$ cat src/usb_in_ep_pkg.sv
package usb_in_ep_pkg;

    // ************************************************************
    // Sizes and reset values
    // ************************************************************
    localparam int PKT_DEPTH = 64;
    localparam int PTR_W = 7;
    localparam logic [PTR_W-1:0] PTR_ZERO = 7'h00;
    localparam logic [PTR_W-1:0] PTR_ONE = 7'h01;
    localparam logic [PTR_W-1:0] PTR_FULL = 7'h40;
    localparam logic [7:0] BYTE_ZERO = 8'h00;

    // ************************************************************
    // Types
    // ************************************************************
    typedef enum logic [1:0] {
        XFER_CONTROL,
        XFER_ISOCHRONOUS,
        XFER_BULK,
        XFER_INTERRUPT
    } xfer_kind_type;

    // Requests from software toward the endpoint.
    typedef struct packed {
        logic wr_valid;
        logic [7:0] wr_data;
        logic set_loaded;
        logic clr_acked;
    } sw_req_type;

    // Status shown to software.
    typedef struct packed {
        logic loaded;
        logic acked;
        logic irq;
        logic [PTR_W-1:0] level;
    } sw_stat_type;

    // Events and flow control from the USB link engine.
    typedef struct packed {
        logic in_token;
        logic host_ack;
        logic tx_ready;
    } host_req_type;

    // Data packet stream toward the USB link engine.
    typedef struct packed {
        logic valid;
        logic [7:0] data;
        logic last;
        logic empty;
        logic nak;
    } host_tx_type;

endpackage

$ cat src/usb_in_pkt_store.sv
module usb_in_pkt_store
    import usb_in_ep_pkg::*;
(
    input wire logic clk,
    input wire logic rst_n,
    input wire logic wr_en,
    input wire logic [7:0] wr_data,
    input wire logic release_all,
    input wire logic [PTR_W-1:0] rd_ptr,
    output logic [7:0] rd_data,
    output logic [PTR_W-1:0] count
);
    logic [7:0] mem [PKT_DEPTH];
    logic [PTR_W-1:0] count_reg;
    logic [PTR_W-1:0] count_next;
    logic do_write;

    // ************************************************************
    // Byte storage
    // ************************************************************
    // Writes beyond the packet size are dropped rather than wrapped,
    // so an overlong load never corrupts bytes already stored.
    assign do_write = wr_en && (count_reg < PTR_FULL);
    assign count_next = release_all ? PTR_ZERO : (do_write ? count_reg + PTR_ONE : count_reg);
    assign rd_data = mem[rd_ptr[PTR_W-2:0]];
    assign count = count_reg;

    // Memory has no reset; only the fill count gives it meaning.
    always_ff @(posedge clk) begin
        if (do_write && !release_all) begin
            mem[count_reg[PTR_W-2:0]] <= wr_data;
        end
    end

    // Fill count of the packet held.
    always_ff @(posedge clk) begin
        if (!rst_n) begin
            count_reg <= PTR_ZERO;
        end else begin
            count_reg <= count_next;
        end
    end
endmodule

$ cat src/usb_in_endpoint.sv
// How it works
// - IN data served for control, isochronous, bulk and interrupt transfer kinds.
// - Host ACK after the data packet sets the acknowledged flag.
// - Acknowledged flag set means the buffer is released for the next packet.
// - Interrupt stays asserted as long as the acknowledged flag is set.
module usb_in_endpoint
    import usb_in_ep_pkg::*;
(
    input wire logic REF_CLK,
    input wire logic RST_N,
    input wire usb_in_ep_pkg::xfer_kind_type XFER_KIND,
    input wire usb_in_ep_pkg::sw_req_type SW_REQ,
    output usb_in_ep_pkg::sw_stat_type SW_STAT,
    input wire usb_in_ep_pkg::host_req_type HOST_REQ,
    output usb_in_ep_pkg::host_tx_type HOST_TX
);
    import usb_in_ep_pkg::*;

    typedef enum logic [1:0] {
        ST_IDLE,
        ST_SEND,
        ST_WAIT_ACK
    } ep_state_type;

    ep_state_type state_reg;
    ep_state_type state_next;
    logic tx_packet_loaded_flag_reg;
    logic tx_packet_loaded_flag_next;
    logic tx_acknowledged_flag_reg;
    logic tx_acknowledged_flag_next;
    logic irq_reg;
    logic [PTR_W-1:0] rd_ptr_reg;
    logic [PTR_W-1:0] rd_ptr_next;
    logic all_loaded_reg;
    logic all_loaded_next;
    logic tx_valid_reg;
    logic [7:0] tx_data_reg;
    logic tx_last_reg;
    logic tx_empty_reg;
    logic nak_reg;
    logic [7:0] store_rd_data;
    logic [PTR_W-1:0] store_count;

    logic take_packet;
    logic beat_taken;
    logic load_beat;
    logic send_done;
    logic ack_event;
    logic iso_kind;
    logic buffer_free;
    logic store_wr;
    logic release_buffer;
    logic is_last_byte;
    logic nak_due;

    // ************************************************************
    // Packet buffer
    // ************************************************************
    // Software may fill only while no packet is loaded or in flight.
    assign buffer_free = !tx_packet_loaded_flag_reg && (state_reg == ST_IDLE);
    assign store_wr = SW_REQ.wr_valid && buffer_free;
    assign release_buffer = ack_event;

    usb_in_pkt_store u_store (
        .clk(REF_CLK),
        .rst_n(RST_N),
        .wr_en(store_wr),
        .wr_data(SW_REQ.wr_data),
        .release_all(release_buffer),
        .rd_ptr(rd_ptr_reg),
        .rd_data(store_rd_data),
        .count(store_count)
    );

    // ************************************************************
    // Transaction decode
    // ************************************************************
    // Isochronous traffic has no handshake, so it completes at packet end.
    assign iso_kind = (XFER_KIND == XFER_ISOCHRONOUS);
    assign take_packet = (state_reg == ST_IDLE) && HOST_REQ.in_token && tx_packet_loaded_flag_reg;
    assign beat_taken = tx_valid_reg && HOST_REQ.tx_ready;
    assign load_beat = (state_reg == ST_SEND) && !all_loaded_reg && (!tx_valid_reg || HOST_REQ.tx_ready);
    assign send_done = (state_reg == ST_SEND) && all_loaded_reg && beat_taken;
    assign ack_event = ((state_reg == ST_WAIT_ACK) && HOST_REQ.host_ack) || (send_done && iso_kind);
    assign is_last_byte = (store_count == PTR_ZERO) || (rd_ptr_reg + PTR_ONE >= store_count);
    assign rd_ptr_next = take_packet ? PTR_ZERO : (load_beat ? rd_ptr_reg + PTR_ONE : rd_ptr_reg);
    assign all_loaded_next = take_packet ? 1'b0 : (load_beat ? is_last_byte : all_loaded_reg);
    assign nak_due = (state_reg == ST_IDLE) && HOST_REQ.in_token && !tx_packet_loaded_flag_reg;

    // ************************************************************
    // Flags
    // ************************************************************
    // Hardware clear on take; a software set in the same cycle wins and keeps the flag up.
    assign tx_packet_loaded_flag_next = SW_REQ.set_loaded || (tx_packet_loaded_flag_reg && !take_packet);
    // A new acknowledge in the clearing cycle wins over the software clear.
    assign tx_acknowledged_flag_next = ack_event || (tx_acknowledged_flag_reg && !SW_REQ.clr_acked);

    // ************************************************************
    // State machine
    // ************************************************************
    // A repeated IN token while waiting for ACK means the host lost the
    // packet; it is resent from the buffer, which is why release waits for ACK.
    always_comb begin
        state_next = state_reg;
        case (state_reg)
            ST_IDLE: begin
                if (take_packet) begin
                    state_next = ST_SEND;
                end
            end
            ST_SEND: begin
                if (send_done) begin
                    state_next = iso_kind ? ST_IDLE : ST_WAIT_ACK;
                end
            end
            ST_WAIT_ACK: begin
                if (HOST_REQ.host_ack) begin
                    state_next = ST_IDLE;
                end else if (HOST_REQ.in_token) begin
                    state_next = ST_SEND;
                end
            end
            default: begin
                state_next = ST_IDLE;
            end
        endcase
    end

    // Control registers.
    always_ff @(posedge REF_CLK) begin
        if (!RST_N) begin
            state_reg <= ST_IDLE;
            tx_packet_loaded_flag_reg <= 1'b0;
            tx_acknowledged_flag_reg <= 1'b0;
            irq_reg <= 1'b0;
            rd_ptr_reg <= PTR_ZERO;
            all_loaded_reg <= 1'b0;
        end else begin
            state_reg <= state_next;
            tx_packet_loaded_flag_reg <= tx_packet_loaded_flag_next;
            tx_acknowledged_flag_reg <= tx_acknowledged_flag_next;
            irq_reg <= tx_acknowledged_flag_next;
            rd_ptr_reg <= (state_reg == ST_WAIT_ACK && HOST_REQ.in_token) ? PTR_ZERO : rd_ptr_next;
            all_loaded_reg <= (state_reg == ST_WAIT_ACK && HOST_REQ.in_token) ? 1'b0 : all_loaded_next;
        end
    end

    // ************************************************************
    // Data stream toward the link
    // ************************************************************
    // A zero-length packet goes out as one beat marked empty and last.
    always_ff @(posedge REF_CLK) begin
        if (!RST_N) begin
            tx_valid_reg <= 1'b0;
            tx_data_reg <= BYTE_ZERO;
            tx_last_reg <= 1'b0;
            tx_empty_reg <= 1'b0;
        end else if (load_beat) begin
            tx_valid_reg <= 1'b1;
            tx_data_reg <= (store_count == PTR_ZERO) ? BYTE_ZERO : store_rd_data;
            tx_last_reg <= is_last_byte;
            tx_empty_reg <= (store_count == PTR_ZERO);
        end else if (beat_taken) begin
            tx_valid_reg <= 1'b0;
            tx_last_reg <= 1'b0;
            tx_empty_reg <= 1'b0;
        end
    end

    // NAK when the host asks and nothing is loaded, for one cycle.
    always_ff @(posedge REF_CLK) begin
        if (!RST_N) begin
            nak_reg <= 1'b0;
        end else begin
            nak_reg <= nak_due;
        end
    end

    // ************************************************************
    // Output bundles
    // ************************************************************
    assign SW_STAT = '{loaded: tx_packet_loaded_flag_reg, acked: tx_acknowledged_flag_reg,
                       irq: irq_reg, level: store_count};
    assign HOST_TX = '{valid: tx_valid_reg, data: tx_data_reg, last: tx_last_reg,
                       empty: tx_empty_reg, nak: nak_reg};
endmodule

$ cat config.mk
export PLATFORM = sky130hd
export DESIGN_NAME = usb_in_endpoint
export DESIGN_NICKNAME = d
export VERILOG_FILES = /design/src/usb_in_ep_pkg.sv /design/src/usb_in_pkt_store.sv /design/src/usb_in_endpoint.sv
export SDC_FILE = /design/constraint.sdc
export NUM_CORES = 1
export LEC_CHECK = 0
export BUFFER_PORTS_ARGS = -buffer_cell sky130_fd_sc_hd__buf_2
export CORE_MARGIN = 10
export CORE_UTILIZATION = 56
export CTS_CLUSTER_DIAMETER = 200
export CTS_CLUSTER_SIZE = 10
export DETAILED_ROUTE_END_ITERATION = 12
export PLACE_DENSITY = 0.78
export SYNTH_ARGS = -nofsm -noshare
export SYNTH_HDL_FRONTEND = slang
export SYNTH_SLANG_ARGS = --single-unit
$ cat constraint.sdc
create_clock -name REF_CLK -period 2.3 [get_ports REF_CLK]
set_clock_uncertainty 0.2 [all_clocks]
set_input_delay 0.115 -clock REF_CLK [delete_from_list [all_inputs] [get_ports REF_CLK]]
set_output_delay 0.115 -clock REF_CLK [all_outputs]
set_load 0.01 [all_outputs]
==> impl_metrics.csv <==
group,metric,value,unit
outcome,status,"finished, violations left",
outcome,violations,"setup timing",
route,avgRoutedWirePerCell,29.3,um
synth,yosys.area_share.adder,0.00582,
synth,synth_top_area_frac,0.715,
route,drc,0,
critical_path,path_buf_inv,5,
pwr,swShare,0.211,
critical_path,regToRegSetupSlack,-210,ps
worst_hold_path,hold_path_end,"u_store.count[2]",
critical_path,r2r-end,"tx_data_reg[2]",
synth,muxShareOfSynthArea,0.155,
sta,setup_violations,8,
floorplan,pin_count,40,
sta,fin_crit,2510,ps
worst_hold_path,min-delay-start,"XFER_KIND[1]",
layout,largest_reg_flops,512,
placement,globalplace.congestion,0.864,
floorplan,core_area,37800,um^2
route,drt_iter0_drc,1542,
placement,port_buffers,39,
layout,nFillCells,2219,
global_route,grt_max_degree,65,
synth,yosysWarnings,0,
sta,fin_ws,-214,ps
clock_network,cts_made_buffers,60,
clock_network,clk_pin_slew_worst_paths,60,ps
global_route,track_usage,0.231,
synth,synth.largest_area_cell,"edfxtp_1",
sta,period_share,1.09,
layout,final_common_cell,"edfxtp_1",
sta,timing.setup.tns,-1030,ps
global_route,grt_pass1_vias,12100,
clock_network,clock_latency,610,ps
layout,drive_above_1_share,0.345,
critical_path,crit_family,"buffers and inverters",
layout,layout_common_cells,"512 x edfxtp_1, 155 x buf_4, 133 x mux4_2",
synth,syn_nets,1096,
clock_network,ctsRootBufferMaster,"clkbuf_16",
critical_path,cp-end-kind,"flip-flop",
layout,syn_to_final_growth,21.4,%
pwr,p_comb_frac,0.061,
critical_path,cp_common_cell,"buf_12",
critical_path,critPathMaxFanout,6,
global_route,grt_remaining_overflow,0,
synth,ys.flop_type,"edfxtp_1",
synth,syn_area_per_cell,20.1,um^2
synth,netlist_area,21500,um^2
global_route,antenna_found_initial,1,
synth,ys_types,45,
pwr,p_clk_frac,0.415,
critical_path,slowest_stage,"mux4_2",
sta,worstMarginPinSlew,917,ps
synth,synthSimpleGateAreaFrac,0.0410,
clock_network,cts_tree,"built",
pwr,pwr-share-seq,0.525,
placement,hpwl,32700,um
global_route,grt_pass1_wl,80100,um
critical_path,crit_cells,10,
route,antenna_left,0,
pwr,power.total,20900,uW
pwr,p_int,16500,uW
floorplan,die_area,46600,um^2
synth,synthCells,1068,
critical_path,slowest_delay,520,ps
run,maxCapViolations,0,
sta,slew_violations,0,
pwr,power_density,802,nW/um^2
clock_network,cts.sinks,549,
critical_path,start_kind,"flip-flop",
route,routed_wl,55400,um
synth,synthTopCellsByArea,"edfxtp_1 72%, mux4_2 14%, dfxtp_1 3.4%",
sta,rsz0062_at_grt,"yes",
sta,max_clock_freq,0.398,GHz
pwr,p_leak,0.00854,uW
synth,synth-edff-count,512,
route,via_count,12000,
pwr,vdd_drop_max,0.000651,V
synth,ys_ff_latch,549,
route,via_per_inst,6.37,
worst_hold_path,whs_path_depth,7,
sta,hold_viol_final,0,
synth,synth-async-reset-ratio,0,
critical_path,path_class,"flip-flop to flip-flop",
floorplan,die_h,216,um
floorplan,rows,71,
critical_path,required,2560,ps
floorplan,die_width,216,um
pwr,p_sw,4410,uW
layout,diodes,0,
sta,slew_headroom,0.387,
worst_hold_path,hp-class,"primary input to flip-flop",
floorplan,initial_core_util,0.569,
layout,num-nets-final,1359,
route,dr.pass1.iters,5,
synth,ys_seq_area_frac,0.750,
critical_path,critPathArrivalTime,2780,ps
synth,synth_compound_area_frac,0.0232,
critical_path,ff2ff_path_depth,10,
clock_network,htreeDepth,2,
critical_path,path_cells,"buf_12 -> buf_12 -> buf_16 -> buf_6 -> mux4_2 -> a211oi_2 -> a2111oi_2 -> buf_4 -> a31oi_1 -> nand3_1",
clock_network,cts_buffer_depth,3,
synth,synth_top_family_by_area,"multiplexers",
synth,synth_xor_area_frac,0.00652,
==> worst reg2reg max path, delay by kind of cell, from the launching register on <==
kind | cells | cell delay (ps)
flops | 1 | 370
buf+inv | 5 | 650
simple gates | 1 | 110
compound gates | 3 | 510
mux | 1 | 520
==> logic make-up (layout without fill, tap and decap cells) <==
family | count (synthesis) | in the layout
AND/OR/NAND/NOR | 195 | 195
XOR/XNOR | 16 | 16
buffers and inverters | 70 | 384
flip-flops | 549 | 549
adder cells (fa/ha/maj) | 10 | 10
AO/OA/AOI/OAI | 72 | 72
multiplexers | 156 | 156
==> power groups by stage <==
stage	sequential, uW	clock, uW	combinational, uW
2_1_floorplan	11200	0	555
3_3_place_gp	11200	0	984
3_5_place_dp	11200	0	1010
4_1_cts	11000	8720	1190
5_1_grt	11000	9150	1340
6_report	11000	8680	1270
==> per-layer routing <==
layer	GRT usage	wire length [um]	part of all wire	vias to the layer above
met1	0.305	20100	0.36	6227
met4	0.0860	2120	0.038	0
met5	0	0	0	-
met2	0.378	28000	0.51	778
li1	-	-	-	4896
met3	0.0420	5150	0.093	148
==> synth_stat cells, drive strengths merged, types with 12 or more instances <==
library cell and instances:
nand3 32, dfxtp 37, mux2i 18, nand2 29, nor2 92, a22oi 20
a211oi 13, a21oi 12, edfxtp 512, inv 14, mux4 138, buf 45
==> repair_timing <==
item                       CTS  global route
gates resized for setup     43            32
setup endpoints to repair    8            15
hold buffers                22             0
pin swaps                   16            15
cloned                       3             3
hold endpoints to repair   253             0
buffers inserted            19             3
==> worst max path at each step <==
stage / startpoint / end
global route: flip-flop / tx_data_reg[2]
detailed placement: flip-flop / tx_data_reg[4]
floorplan: state_reg[0] / u_store.mem[59][0]
finish: flip-flop / tx_data_reg[2]
global placement: flip-flop / tx_data_reg[5]
CTS: flip-flop / tx_data_reg[1]
==> layout make-up <==
cell class,count,area [um^2],share of cell area
Tap cell,511,639,0.0245
Inverter,14,52.6,0.00201
Clock buffer,111,1710,0.0657
Sequential cell,549,16100,0.618
Timing Repair Buffer,257,2360,0.0903
Clock inverter,2,17.5,0.000671
Multi-Input combinational cell,449,5190,0.199
==> through the flow <==
| step | setup slack [ps] | hold WS (ps) | cells | util | instance area, um^2 |
|---|---|---|---|---|---|
| global placement | -72.4 | 155 | 1732 | 0.622 | 23500 |
| finish | -214 | 231 | 1893 | 0.691 | 26100 |
| floorplan | -3.19 | 13.9 | 1068 | - | 21500 |
| global route | -253 | 244 | 1893 | 0.691 | 26100 |
| CTS | -57.4 | 204 | 1888 | 0.685 | 25900 |
| detailed placement | -110 | 172 | 1732 | 0.622 | 23500 |
No activity file was read; power rests on OpenSTA's default activity.
